**config.mk**
```make
export PLATFORM = sky130hd
export DESIGN_NAME = psa_arbiter
export DESIGN_NICKNAME = d
export VERILOG_FILES = /design/src/psa_pkg.sv /design/src/psa_arbiter.sv /design/src/psa_sync.sv
export SDC_FILE = /design/constraint.sdc
export NUM_CORES = 1
export LEC_CHECK = 0
export ABC_AREA = 1
export BUFFER_PORTS_ARGS = -buffer_cell sky130_fd_sc_hd__buf_2
export CAP_MARGIN = 20
export CORE_MARGIN = 1.5
export CORE_UTILIZATION = 39
export DETAILED_ROUTE_END_ITERATION = 16
export PLACE_DENSITY = 0.67
export RECOVER_POWER = 25
export SYNTH_ARGS = -nofsm -noshare
export SYNTH_HDL_FRONTEND = slang
export SYNTH_SLANG_ARGS = --single-unit
export TNS_END_PERCENT = 30
```
**constraint.sdc**
```tcl
create_clock -name core_clk -period 1.98 [get_ports core_clk]
set_clock_uncertainty 0.1 [all_clocks]
set_input_delay 0.099 -clock core_clk [delete_from_list [all_inputs] [get_ports core_clk]]
set_output_delay 0.099 -clock core_clk [all_outputs]
set_load 0.02 [all_outputs]
```
**src/psa_pkg.sv**
```systemverilog
// Package with register map, field layout, states and bus structs.
package psa_pkg;

    //////////////////////////////////////////////////////////////////////
    // Register indices and byte addresses.
    localparam logic [11:0] IDX_CTRL = 12'h070;
    localparam logic [11:0] IDX_STAT = 12'h071;
    localparam logic [11:0] IDX_MENB = 12'h072;
    localparam logic [11:0] IDX_PRI = 12'h074;
    localparam logic [11:0] IDX_IEN = 12'h078;
    localparam logic [11:0] IDX_ICLR = 12'h079;
    localparam logic [11:0] ADDR_CTRL = {IDX_CTRL[9:0], 2'h0};
    localparam logic [11:0] ADDR_STAT = {IDX_STAT[9:0], 2'h0};
    localparam logic [11:0] ADDR_MENB = {IDX_MENB[9:0], 2'h0};
    localparam logic [11:0] ADDR_PRI = {IDX_PRI[9:0], 2'h0};
    localparam logic [11:0] ADDR_IEN = {IDX_IEN[9:0], 2'h0};
    localparam logic [11:0] ADDR_ICLR = {IDX_ICLR[9:0], 2'h0};

    //////////////////////////////////////////////////////////////////////
    // Field positions.
    localparam int unsigned CTRL_PARK_BIT = 0;
    localparam int unsigned CTRL_CNCR_BIT = 1;
    localparam int unsigned STAT_TO_BIT = 0;
    localparam int unsigned STAT_ID_LSB = 4;
    localparam int unsigned MENB_CPU_BIT = 15;
    localparam int unsigned IRQ_TO_BIT = 0;

    //////////////////////////////////////////////////////////////////////
    // Reset values and timing.
    localparam logic [7:0] CTRL_RST = 8'h00;
    localparam logic [15:0] MENB_RST = 16'h8000;
    localparam logic [31:0] PRI_RST = 32'h0000_0000;
    localparam logic [7:0] IEN_RST = 8'h00;
    localparam logic [4:0] GNT_TIMEOUT_CLKS = 5'h10;

    //////////////////////////////////////////////////////////////////////
    // Masters, states and bus carriers.
    localparam logic [2:0] CPU_ID = 3'h5;

    typedef enum logic [3:0] {
        ST_PARK = 4'h1,
        ST_HAND = 4'h2,
        ST_GRANT = 4'h4,
        ST_BUSY = 4'h8
    } psa_state_e;

    typedef struct packed {
        logic psel;
        logic penable;
        logic pwrite;
        logic [11:0] paddr;
        logic [31:0] pwdata;
    } psa_apb_req_s;

    typedef struct packed {
        logic pready;
        logic pslverr;
        logic [31:0] prdata;
    } psa_apb_rsp_s;

endpackage

```
**src/psa_arbiter.sv**
```systemverilog
// PCI system arbiter configuration, parking and grant time-out.
//
// Function
// - Parked master keeps its grant asserted.
// - Others request; arbitration takes two clocks.
// - Parking penalty applies in both modes.
// - Reset returns logic and configuration to defaults.
// - Nonconcurrent mode after reset.
// - Without high queue, request 0 highest, 4 lowest.
// - Reset disables masters except the CPU.
// - Concurrent enable bit selects concurrent mode.
// - Park on CPU, or last master if selected in concurrent mode.
// - Priority register places masters in high queue.
// - External requests pass only when enabled.
// - Time-out sets status bit even masked.
// - Time-out after 16 idle clocks, record master.
// - Time-out never disables the master itself.
module psa_arbiter
    import psa_pkg::*;
(
    // Clock and reset.
    input wire logic core_clk,
    input wire logic reset,
    // Register bus.
    input wire psa_apb_req_s apb_req,
    output psa_apb_rsp_s apb_rsp,
    // External masters and bus state pins.
    input wire logic [4:0] req_n,
    input wire logic frame_n,
    input wire logic irdy_n,
    output logic [4:0] gnt_n,
    // On-chip CPU.
    input wire logic cpu_req,
    output logic cpu_gnt,
    // Interrupt.
    output logic irq
);

    //////////////////////////////////////////////////////////////////////
    // Pin synchronisers.
    logic [6:0] pins_s;
    logic [4:0] req_n_s;
    logic frame_n_s;
    logic irdy_n_s;
    logic bus_idle;

    psa_sync #(.WIDTH(7), .RST_VAL(7'h7f)) u_sync (
        .core_clk(core_clk),
        .reset(reset),
        .d({irdy_n, frame_n, req_n}),
        .q(pins_s)
    );

    assign req_n_s = pins_s[4:0];
    assign frame_n_s = pins_s[5];
    assign irdy_n_s = pins_s[6];
    assign bus_idle = frame_n_s & irdy_n_s;

    //////////////////////////////////////////////////////////////////////
    // Registers.
    logic [7:0] ctrl_r;
    logic [15:0] menb_r;
    logic [31:0] pri_r;
    logic [7:0] ien_r;
    logic stat_to_r;
    logic [2:0] to_id_r;
    logic [7:0] stat_val;
    logic cncr_on;
    logic park_last;
    logic apb_wr;
    logic wr_ctrl;
    logic wr_menb;
    logic wr_pri;
    logic wr_ien;
    logic wr_iclr;
    logic mapped;
    logic [31:0] rd_val;

    assign cncr_on = ctrl_r[CTRL_CNCR_BIT];
    assign park_last = cncr_on & ctrl_r[CTRL_PARK_BIT];
    assign stat_val = {1'b0, to_id_r, 3'h0, stat_to_r};
    assign apb_wr = apb_req.psel & apb_req.penable & apb_req.pwrite &
        apb_rsp.pready;
    assign wr_ctrl = apb_wr & (apb_req.paddr == ADDR_CTRL);
    assign wr_menb = apb_wr & (apb_req.paddr == ADDR_MENB);
    assign wr_pri = apb_wr & (apb_req.paddr == ADDR_PRI);
    assign wr_ien = apb_wr & (apb_req.paddr == ADDR_IEN);
    assign wr_iclr = apb_wr & (apb_req.paddr == ADDR_ICLR);

    always_comb begin
        mapped = 1'b1;
        rd_val = 32'h0000_0000;
        unique case (apb_req.paddr)
            ADDR_CTRL: rd_val = {24'h0, ctrl_r};
            ADDR_STAT: rd_val = {24'h0, stat_val};
            ADDR_MENB: rd_val = {16'h0, menb_r};
            ADDR_PRI: rd_val = pri_r;
            ADDR_IEN: rd_val = {24'h0, ien_r};
            ADDR_ICLR: rd_val = 32'h0000_0000;
            default: mapped = 1'b0;
        endcase
    end

    // Answer one cycle after setup, so the access phase ends at once.
    always_ff @(posedge core_clk) begin
        if (reset) begin
            apb_rsp <= '0;
        end else if (apb_req.psel & ~apb_req.penable & ~apb_rsp.pready) begin
            apb_rsp.pready <= 1'b1;
            apb_rsp.pslverr <= ~mapped;
            apb_rsp.prdata <= apb_req.pwrite ? 32'h0000_0000 : rd_val;
        end else begin
            apb_rsp <= '0;
        end
    end

    // Configuration registers return to defaults on reset.
    always_ff @(posedge core_clk) begin
        if (reset) begin
            ctrl_r <= CTRL_RST;
            menb_r <= MENB_RST;
            pri_r <= PRI_RST;
            ien_r <= IEN_RST;
        end else begin
            if (wr_ctrl) begin
                ctrl_r <= apb_req.pwdata[7:0] & 8'h03;
            end
            if (wr_menb) begin
                menb_r <= apb_req.pwdata[15:0] & 16'h801f;
            end
            if (wr_pri) begin
                pri_r <= {27'h0, apb_req.pwdata[4:0]};
            end
            if (wr_ien) begin
                ien_r <= apb_req.pwdata[7:0] & 8'h01;
            end
        end
    end

    //////////////////////////////////////////////////////////////////////
    // Request gating and priority.
    logic [4:0] ext_req;
    logic cpu_req_on;
    logic win_v;
    logic [2:0] win_id;

    for (genvar g = 0; g < 5; g++) begin : g_req
        assign ext_req[g] = ~req_n_s[g] & menb_r[g];
    end
    assign cpu_req_on = cpu_req & menb_r[MENB_CPU_BIT];

    // High queue first, then low queue, lower line number first.
    always_comb begin
        win_v = 1'b0;
        win_id = CPU_ID;
        for (int i = 4; i >= 0; i--) begin
            if (ext_req[i] & ~pri_r[i]) begin
                win_v = 1'b1;
                win_id = 3'(i);
            end
        end
        for (int i = 4; i >= 0; i--) begin
            if (ext_req[i] & pri_r[i]) begin
                win_v = 1'b1;
                win_id = 3'(i);
            end
        end
        if (!win_v && cpu_req_on) begin
            win_v = 1'b1;
            win_id = CPU_ID;
        end
    end

    //////////////////////////////////////////////////////////////////////
    // Grant state machine.
    psa_state_e st_r;
    psa_state_e st_nxt;
    logic [2:0] owner_r;
    logic [2:0] owner_nxt;
    logic [4:0] to_cnt_r;
    logic to_event;
    logic [5:0] gnt_all;

    assign to_event = (st_r == ST_GRANT) & bus_idle &
        (to_cnt_r == GNT_TIMEOUT_CLKS - 5'h01);
    assign gnt_all = {cpu_gnt, ~gnt_n};

    always_comb begin
        st_nxt = st_r;
        owner_nxt = owner_r;
        unique case (st_r)
            ST_PARK: begin
                if (!frame_n_s) begin
                    st_nxt = ST_BUSY;
                end else if (win_v && win_id != owner_r) begin
                    st_nxt = ST_HAND;
                    owner_nxt = win_id;
                end else if (!park_last) begin
                    owner_nxt = CPU_ID;
                end
            end
            ST_HAND: begin
                st_nxt = ST_GRANT;
            end
            ST_GRANT: begin
                if (!frame_n_s) begin
                    st_nxt = ST_BUSY;
                end else if (to_event) begin
                    st_nxt = ST_PARK;
                    owner_nxt = CPU_ID;
                end
            end
            ST_BUSY: begin
                if (bus_idle) begin
                    st_nxt = ST_PARK;
                    owner_nxt = park_last ? owner_r : CPU_ID;
                end
            end
            default: begin
                st_nxt = ST_PARK;
                owner_nxt = CPU_ID;
            end
        endcase
    end

    always_ff @(posedge core_clk) begin
        if (reset) begin
            st_r <= ST_PARK;
            owner_r <= CPU_ID;
            gnt_n <= 5'h1f;
            cpu_gnt <= 1'b1;
        end else begin
            st_r <= st_nxt;
            owner_r <= owner_nxt;
            if (st_nxt == ST_HAND) begin
                gnt_n <= 5'h1f;
                cpu_gnt <= 1'b0;
            end else begin
                gnt_n <= ~(5'h01 << owner_nxt);
                cpu_gnt <= (owner_nxt == CPU_ID);
            end
        end
    end

    // Idle clocks counted while a granted master has not started.
    always_ff @(posedge core_clk) begin
        if (reset) begin
            to_cnt_r <= 5'h00;
        end else if (st_r == ST_GRANT && bus_idle && !to_event) begin
            to_cnt_r <= to_cnt_r + 5'h01;
        end else begin
            to_cnt_r <= 5'h00;
        end
    end

    //////////////////////////////////////////////////////////////////////
    // Time-out status and interrupt.
    always_ff @(posedge core_clk) begin
        if (reset) begin
            stat_to_r <= 1'b0;
            to_id_r <= 3'h0;
        end else if (to_event) begin
            stat_to_r <= 1'b1;
            to_id_r <= owner_r;
        end else if (wr_iclr && apb_req.pwdata[STAT_TO_BIT]) begin
            stat_to_r <= 1'b0;
        end
    end

    always_ff @(posedge core_clk) begin
        if (reset) begin
            irq <= 1'b0;
        end else begin
            irq <= stat_to_r & ien_r[IRQ_TO_BIT];
        end
    end

    //////////////////////////////////////////////////////////////////////
    // Checks.
    a_park_grant_held: assert property (@(posedge core_clk)
        disable iff (reset)
        st_r == ST_PARK |-> gnt_all == (6'h01 << owner_r))
        else $error("parked master lost its grant");

    a_two_clock_arb: assert property (@(posedge core_clk)
        disable iff (reset)
        (st_r == ST_PARK && frame_n_s && win_v && win_id != owner_r)
        |=> gnt_all == 6'h00 ##1 gnt_all == (6'h01 << $past(win_id, 2)))
        else $error("arbitration did not take two clocks");

    a_reset_defaults: assert property (@(posedge core_clk)
        disable iff (reset)
        $past(reset) |-> ctrl_r == CTRL_RST && menb_r == MENB_RST &&
            pri_r == PRI_RST && ien_r == IEN_RST && !stat_to_r)
        else $error("configuration not at default after reset");

    a_nonconc_cpu_park: assert property (@(posedge core_clk)
        disable iff (reset)
        (st_r == ST_PARK && $past(st_r) == ST_PARK &&
            !$past(cncr_on)) |-> owner_r == CPU_ID && cpu_gnt)
        else $error("nonconcurrent mode parked off the cpu");

    a_req_gated: assert property (@(posedge core_clk)
        disable iff (reset)
        (win_v && win_id != CPU_ID) |-> menb_r[win_id] && ~req_n_s[win_id])
        else $error("disabled request won arbitration");

    a_high_queue_first: assert property (@(posedge core_clk)
        disable iff (reset)
        (win_v && (ext_req & pri_r[4:0]) != 5'h00) |->
            win_id != CPU_ID && pri_r[win_id])
        else $error("high queue master was passed over");

    a_timeout_flag: assert property (@(posedge core_clk)
        disable iff (reset)
        to_event |=> stat_to_r && to_id_r == $past(owner_r))
        else $error("time-out not recorded");

    a_timeout_16: assert property (@(posedge core_clk)
        disable iff (reset)
        to_event |-> $past(bus_idle, 15) && $past(st_r, 15) == ST_GRANT)
        else $error("time-out not after sixteen idle clocks");

    a_no_auto_off: assert property (@(posedge core_clk)
        disable iff (reset)
        (to_event && !wr_menb) |=> $stable(menb_r))
        else $error("time-out changed the master enables");

    a_timeout_to_cpu: assert property (@(posedge core_clk)
        disable iff (reset)
        to_event |=> st_r == ST_PARK && owner_r == CPU_ID && cpu_gnt)
        else $error("time-out did not return the bus to the cpu");

    a_one_grant: assert property (@(posedge core_clk)
        disable iff (reset)
        $onehot0(gnt_all))
        else $error("more than one grant asserted");

    a_irq_level: assert property (@(posedge core_clk)
        disable iff (reset)
        irq == $past(stat_to_r && ien_r[IRQ_TO_BIT]))
        else $error("interrupt does not follow enabled status");

endmodule // psa_arbiter

```
**src/psa_sync.sv**
```systemverilog
// Two flip-flop synchroniser for pin inputs.
module psa_sync #(
    parameter int unsigned WIDTH = 1,
    parameter logic [WIDTH-1:0] RST_VAL = '0
) (
    // Clock and reset.
    input wire logic core_clk,
    input wire logic reset,
    // Data.
    input wire logic [WIDTH-1:0] d,
    output logic [WIDTH-1:0] q
);
    logic [WIDTH-1:0] meta_r;

    always_ff @(posedge core_clk) begin
        if (reset) begin
            meta_r <= RST_VAL;
            q <= RST_VAL;
        end else begin
            meta_r <= d;
            q <= meta_r;
        end
    end
endmodule // psa_sync

```
; ---- After elaboration in Yosys (flattened, before gate mapping)
; Index checks and enable logic that the tools add are counted.
[word_totals]
mem_bits_ro = 0
inputBits = 57
ram_bits = 0
mem_count = 0
word_cells = 135
latchBits = 0
out_inout_bits = 41
reg_bits = 85
[op_classes]
bitwise = 47
addsub = 1
n_reduce_logical = 13
n_mux = 42
eq_ne = 14
div = 0
multipliers = 0
n_shift = 1
order_cmp = 0
[ops]
columns = operator, n
row1 = case mux 16 bit (5 select lines), 1
row2 = "== test 12 x 9 -> 1 bit, second input constant", 6
row3 = two-way mux 3 bit, 16
row4 = two-way mux 34 bit, 1
row5 = two-way mux 32 bit, 1
row6 = AND 1 bit, 31
row7 = two-way mux 4 bit, 5
row8 = two-way mux 1 bit, 16
row9 = case mux 4 bit (4 select lines), 1
row10 = inverter 1 bit, 15
row11 = case mux 3 bit (4 select lines), 1
row12 = "== test 4 x 2 -> 1 bit, second input constant", 2
row13 = OR reduction 2 bit, 3
row14 = OR reduction 6 bit, 1
row15 = "adder 5 x 1 -> 5 bit, second input constant", 1
row16 = "== test 5 x 4 -> 1 bit, second input constant", 1
row17 = logical AND 1 bit, 5
row18 = inverter 5 bit, 1
row19 = "left shift 1 x 3 -> 5 bit, first input constant", 1
row20 = "== test 4 x 1 -> 1 bit, second input constant", 1
row21 = "== test 4 x 3 -> 1 bit, second input constant", 1
row22 = "== test 4 bit, second input constant", 1
row23 = "== test 3 bit, second input constant", 1
row24 = inequality test 3 bit, 1
row25 = other kinds (3), 4

; ---- Depth between registers and ports, before layout
[depth]
ltp_word = 23
ltp_mapped = 20
mapped_depth_nobuf = 20

; ---- Modules after synthesis
; A second synthesis with hierarchy kept.
[hier_totals]
cells_unflattened = 397
hier_area_um2 = 2949.1
[modules_own_cells]
columns = module, cells_per_inst, seq_area_each_um2, n_inst, area_each_um2
row1 = psa_arbiter, 353, 940.9, 1, 2548.7
row2 = psa_sync, 44, 280.3, 1, 400.4

; ---- Worst setup path before layout
; No wires, ideal clock.
[synth_timing]
path_kind = register -> register
startpoint = reg to_cnt_r[0]
endpoint = reg gnt_n[4]
period_less_slack_ps = 1936
n_path_buf = 0
setup_slack_ps = 44
t_required_ps = 1760
setup_time_ps = 120
arrival_time_ps = 1716
path_stages_with_launch = 14
cell_sequence = dfxtp_1 > ha_1 > nand2_1 > nor2_1 > ha_1 > inv_1 > nor3_2 > nor2_1 > nor2_1 > nor2_1 > a21oi_4 > inv_2 > nor2_4 > nand3_2
[synth_between]
elab_chain_cells = 7
word_cells_on_any_way = 12
cone_classes = 2 x eq/ne / 1 x shift / 6 x mux / 2 x bitwise / 1 x reduce/logical
[synth_lines]
columns = item, line_no
row1 = from (decl), psa_arbiter.sv:180  ; logic [4:0] to_cnt_r;
row2 = from (signal assigned), psa_arbiter.sv:250  ; to_cnt_r <= to_cnt_r + 5'h01;
row3 = == test 5 x 4 -> 1 bit (*), psa_arbiter.sv:185  ; (to_cnt_r == GNT_TIMEOUT_CLKS - 5'h01);
row4 = AND 1 bit (*), psa_arbiter.sv:184  ; assign to_event = (st_r == ST_GRANT) & bus_idle &
row5 = two-way mux 4 bit or two-way mux 3 bit (tied branches), psa_arbiter.sv:208  ; end else if (to_event) begin
row6 = two-way mux 4 bit or two-way mux 3 bit (tied branches), psa_arbiter.sv:206  ; if (!frame_n_s) begin
row7 = case mux 4 bit (4 select lines) or case mux 3 bit (4 select lines) (tied branches), psa_arbiter.sv:191  ; unique case (st_r)
row8 = == test 4 x 2 -> 1 bit or left shift 1 x 3 -> 5 bit (tied branches), "psa_arbiter.sv:235, psa_arbiter.sv:239"
row9 = OR reduction 2 bit (no line) or inverter 5 bit (tied branches), --
row10 = to (signal assigned), psa_arbiter.sv:239  ; gnt_n <= ~(5'h01 << owner_nxt);
row11 = to (decl), psa_arbiter.sv:31  ; output logic [4:0] gnt_n,
; Every way passes the cells marked *; elsewhere a longest branch is shown, timed or not.
; A chain may end at the register's enable or synchronous reset.

; ---- Final worst setup path
[layout_timing]
startpoint = reg menb_r[4]
endpoint = reg gnt_n[2]
[layout_between]
elab_chain_cells = 22
word_cells_on_any_way = 39
cone_classes = 2 x eq/ne / 1 x shift / 28 x mux / 4 x bitwise / 4 x reduce/logical
[layout_lines]
columns = item, line_no
row1 = from (decl), psa_arbiter.sv:62  ; logic [15:0] menb_r;
row2 = from (signal assigned), psa_arbiter.sv:129  ; menb_r <= apb_req.pwdata[15:0] & 16'h801f;
row3 = AND 1 bit (*), psa_arbiter.sv:148  ; assign ext_req[g] = ~req_n_s[g] & menb_r[g];
row4 = AND 1 bit, psa_arbiter.sv:157  ; if (ext_req[i] & ~pri_r[i]) begin
row5 = two-way mux 1 bit (5 in series), psa_arbiter.sv:157
row6 = two-way mux 1 bit (5 in series), psa_arbiter.sv:163  ; if (ext_req[i] & pri_r[i]) begin
row7 = zero test 1 bit, psa_arbiter.sv:168  ; if (!win_v && cpu_req_on) begin
row8 = logical AND 1 bit, psa_arbiter.sv:168
row9 = two-way mux 3 bit, psa_arbiter.sv:168
row10 = inequality test 3 bit, psa_arbiter.sv:195  ; end else if (win_v && win_id != owner_r) begin
row11 = logical AND 1 bit, psa_arbiter.sv:195
row12 = two-way mux 4 bit or two-way mux 3 bit (tied branches), psa_arbiter.sv:195
row13 = two-way mux 4 bit or two-way mux 3 bit (tied branches), psa_arbiter.sv:193  ; if (!frame_n_s) begin
row14 = case mux 4 bit (4 select lines) or case mux 3 bit (4 select lines) (tied branches), psa_arbiter.sv:191
row15 = == test 4 x 2 -> 1 bit or left shift 1 x 3 -> 5 bit (tied branches), "psa_arbiter.sv:235, psa_arbiter.sv:239"
row16 = OR reduction 2 bit (no line) or inverter 5 bit (tied branches), --
; Marks and branches as above.

==> metrics.md <==
| Metric | Value |
|---|---|
| CP Max Fanout | 5 |
| DRT antenna net count | 0 |
| Setup slack after layout | -0.0875 ns |
| Slowest Stage Delay on Critical Path | 0.36 ns |
| Cell mode on critical path | nand2_1 |
| Die H | 89.3 um |
| Share of cells above drive strength 1 | 0.349 |
| CTS tree | done |
| HPWL after DPL | 4.46 mm |
| Tmin final | 2.07 ns |
| Class of the worst hold path | in2reg |
| #FFs+latches synth | 61 |
| Clock Tree Buf Depth | 2 |
| Setup crit start kind | flop |
| Placeable Area | 7210 um2 |
| Critical path class | reg2reg |
| Relative slew slack | 0.652 |
| Fmax | 0.484 GHz |
| Worst path slowest cell | dfxtp_2 |
| GR Util met2 | 0.264 |
| Grt ovf | 0 |
| MaxCap Viol Count | 0 |
| WL final | 6.21 mm |
| CP endpoint kind | flop |
| Failing checks | setup timing |
| # rows | 31 |
| Ys flop type | dfxtp_1 |
| Placer Congestion | 0.857 |
| ANT cells | 0 |
| Synth cell types | 35 |
| Post-synth top area cell | dfxtp_1 |
| Clock Sinks | 61 |
| Top cells by area, synth | dfxtp_1 42%, inv_1 7.2%, nand2_1 6.6%, buf_4 6.2%, nand3_1 4.8% |
| Leakage power | 0.00176 uW |
| Nets@finish | 534 |
| Final period utilization | 1.04 |
| # setup viols final | 7 |
| Unrepaired setup endpoints after global routing | true |
| Vias in the first global route | 2295 |
| Clk slew on worst S/H paths | 0.07 ns |
| GRT Total Usage | 0.165 |
| # DRC | 0 |
| Async SR Flop Fraction | 0 |
| Final-report hold violation count | 0 |
| DR iter-0 viols | 117 |
| CP Cell Sequence | nand2_2 -> nor2_1 -> nand2_1 -> nand2_1 -> nand2_1 -> nand2_1 -> nand2_1 -> nand2_1 -> nand2_2 -> nand2_2 -> nand2_2 -> nand3_4 -> nand2_4 -> nand2_2 -> nand3_2 -> nand2_4 -> nand3_4 -> nor2_4 -> nand3_1 |
| Slew Viols, Final | 0 |
| Most frequent cell after synthesis | dfxtp_1 |
| Root Driver | clkbuf_8 |
| Post-synth EDFFs | 0 |
| DR vias | 2653 |
| Die area | 7970 um2 |
| Mapped cell area | 2900 um2 |
| Initial Utilization | 0.402 |
| Synth cell count leaders | 61 x dfxtp_1, 56 x inv_1, 51 x nand2_1 |
| Met3 usage in global routing | 0.0314 |
| Final total power | 3450 uW |
| Routed length per placed instance | 10.8 um |
| Pwr dens | 904 nW/um2 |
| First-pass GRT wire length | 10.1 mm |
| Slew @ Worst Pin | 0.518 ns |
| Maximum VDD drop | 0.416 mV |
| Crit path launch | menb_r[4] |
| Hold path start | apb_req[46] |
| Port Buffers | 47 |
| Clock insertion delay at the later pin of the skew report | 0.34 ns |
| Req. time, crit path | 2.10 ns |
| Most used routing layer in global routing | met2 |
| Sequential share of the synthesized area | 0.421 |
| Syn Inst Count | 385 |
| Synth Warn # | 0 |
| Initial antenna violation count | 0 |
| Syn Area/Cell | 7.54 um2 |
| Chip width | 89.3 um |
| Vias per cell | 4.60 |
| Pin count of the biggest net entering global routing | 17 |
| R2R Path Start | menb_r[4] |
| CTS buffer count | 9 |
| Number of H-tree levels | 3 |
| Router iterations before antenna repair | 4 |
| Met1 Track Usage GR | 0.207 |
| I/O pin total | 98 |
| Critical Path AT | 2.19 ns |
| Synth top area share | 0.421 |
| Outcome | finished, violations left |
| Final core occ | 0.529 |
| Area delta synth->final | 31.7% |
[flip-flops by register name, summed over array words and instances (netlist names), 3 cells and up]
| name | cells |
|---|---|
| apb_rsp | 10 |
| u_sync.meta_r | 7 |
| u_sync.q | 7 |
| menb_r | 6 |
| gnt_n | 5 |
| pri_r | 5 |
| to_cnt_r | 5 |
| st_r | 4 |
| owner_r | 3 |
| to_id_r | 3 |
[report_power, final]
group	total [uW]	switching, uW	internal (uW)	leakage [uW]
Clock	1110	439	671	0.000102
Sequential	1350	41.7	1310	0.000502
Combinational	991	624	367	0.00115
[routing by layer]
metal	wire length, um	vias to the layer above	part of all wire
met5	0	-	0
met4	130	0	0.021
met3	336	9	0.054
met2	2970	82	0.48
met1	2770	1201	0.45
li1	-	1361	-
[worst max-delay path: cells and delay by family, from the launching register on]
kind | cells | cell delay, ns
flops | 1 | 0.36
simple gates | 19 | 1.48
[placed cells by master, fill, tap and decap left out, types with 2 or more instances in the layout]
| master | n |
|---|---|
| nand2_4 | 3 |
| nand4_1 | 7 |
| nand3_1 | 20 |
| nor2_1 | 33 |
| nand3_2 | 15 |
| o21ai_0 | 17 |
| nor2_4 | 7 |
| nor3_1 | 6 |
| nor3_2 | 5 |
| a21oi_1 | 21 |
| nand2_2 | 12 |
| ha_1 | 2 |
| conb_1 | 24 |
| buf_2 | 45 |
| nor4_1 | 2 |
| dfxtp_1 | 52 |
| nand3_4 | 2 |
| or2_2 | 14 |
| a211oi_1 | 3 |
| dfxtp_2 | 7 |
| nor3b_1 | 4 |
| buf_4 | 23 |
| dfxtp_4 | 2 |
| o22ai_1 | 3 |
| nand2_1 | 40 |
| clkbuf_1 | 3 |
| dlygate4sd3_1 | 16 |
| inv_2 | 14 |
| inv_1 | 52 |
| clkbuf_8 | 12 |
| clkinv_1 | 2 |
[what timing repair did]
item | 4_1_cts | 5_1_grt
resized for setup | 15 | 32
setup buffers | 3 | 3
hold buffers | 16 | 0
hold endpoints to repair | 21 | 0
pin swaps | 5 | 16
setup endpoints to repair | 7 | 13
[final cells by class]
cell class	instances	area [um2]
clock buffer	13	169
clock inverter	1	30.0
fill	682	3390
inverter	68	255
multi-input combinational	249	1440
sequential	61	1240
tap	99	124
timing repair buffer	86	566
[through the flow]
stage | hold slack [ns] | TNS (ns) | instances | instance area, um2 | setup slack [ns]
after global routing | 0.0947 | -1.78 | 577 | 3820 | -0.227
final | 0.0601 | -0.391 | 577 | 3820 | -0.0875
after floorplan | 0.103 | 0 | 408 | 2990 | 0.0440
after CTS | 0.0416 | -0.198 | 574 | 3680 | -0.0496
after detailed placement | 0.183 | -0.344 | 541 | 3270 | -0.0856
after global placement | 0.182 | -0.00334 | 541 | 3270 | -0.00334
[cells by family after synthesis]
logic type	after synthesis	synth area share
and+or+nand+nor	171	0.304
adders and majority gates	2	0.00862
AOI/OAI and AO/OA	51	0.103
xor gates and xnor gates	1	0.00302
other	1	0.00129
buffers and inverters	98	0.159
DFF	61	0.421
[path summary, 6_finish.rpt]
| kind | end | slack, ns | cells past startpoint |
|---|---|---|---|
| max reg2reg | gnt_n[2] | -0.09 | 19 |
| min reg2reg | u_sync.q[2] | 0.31 | 1 |
| min | apb_rsp[15] | 0.06 | 5 |
| max | gnt_n[2] | -0.09 | 19 |
Power figures use the tool's default switching activity.
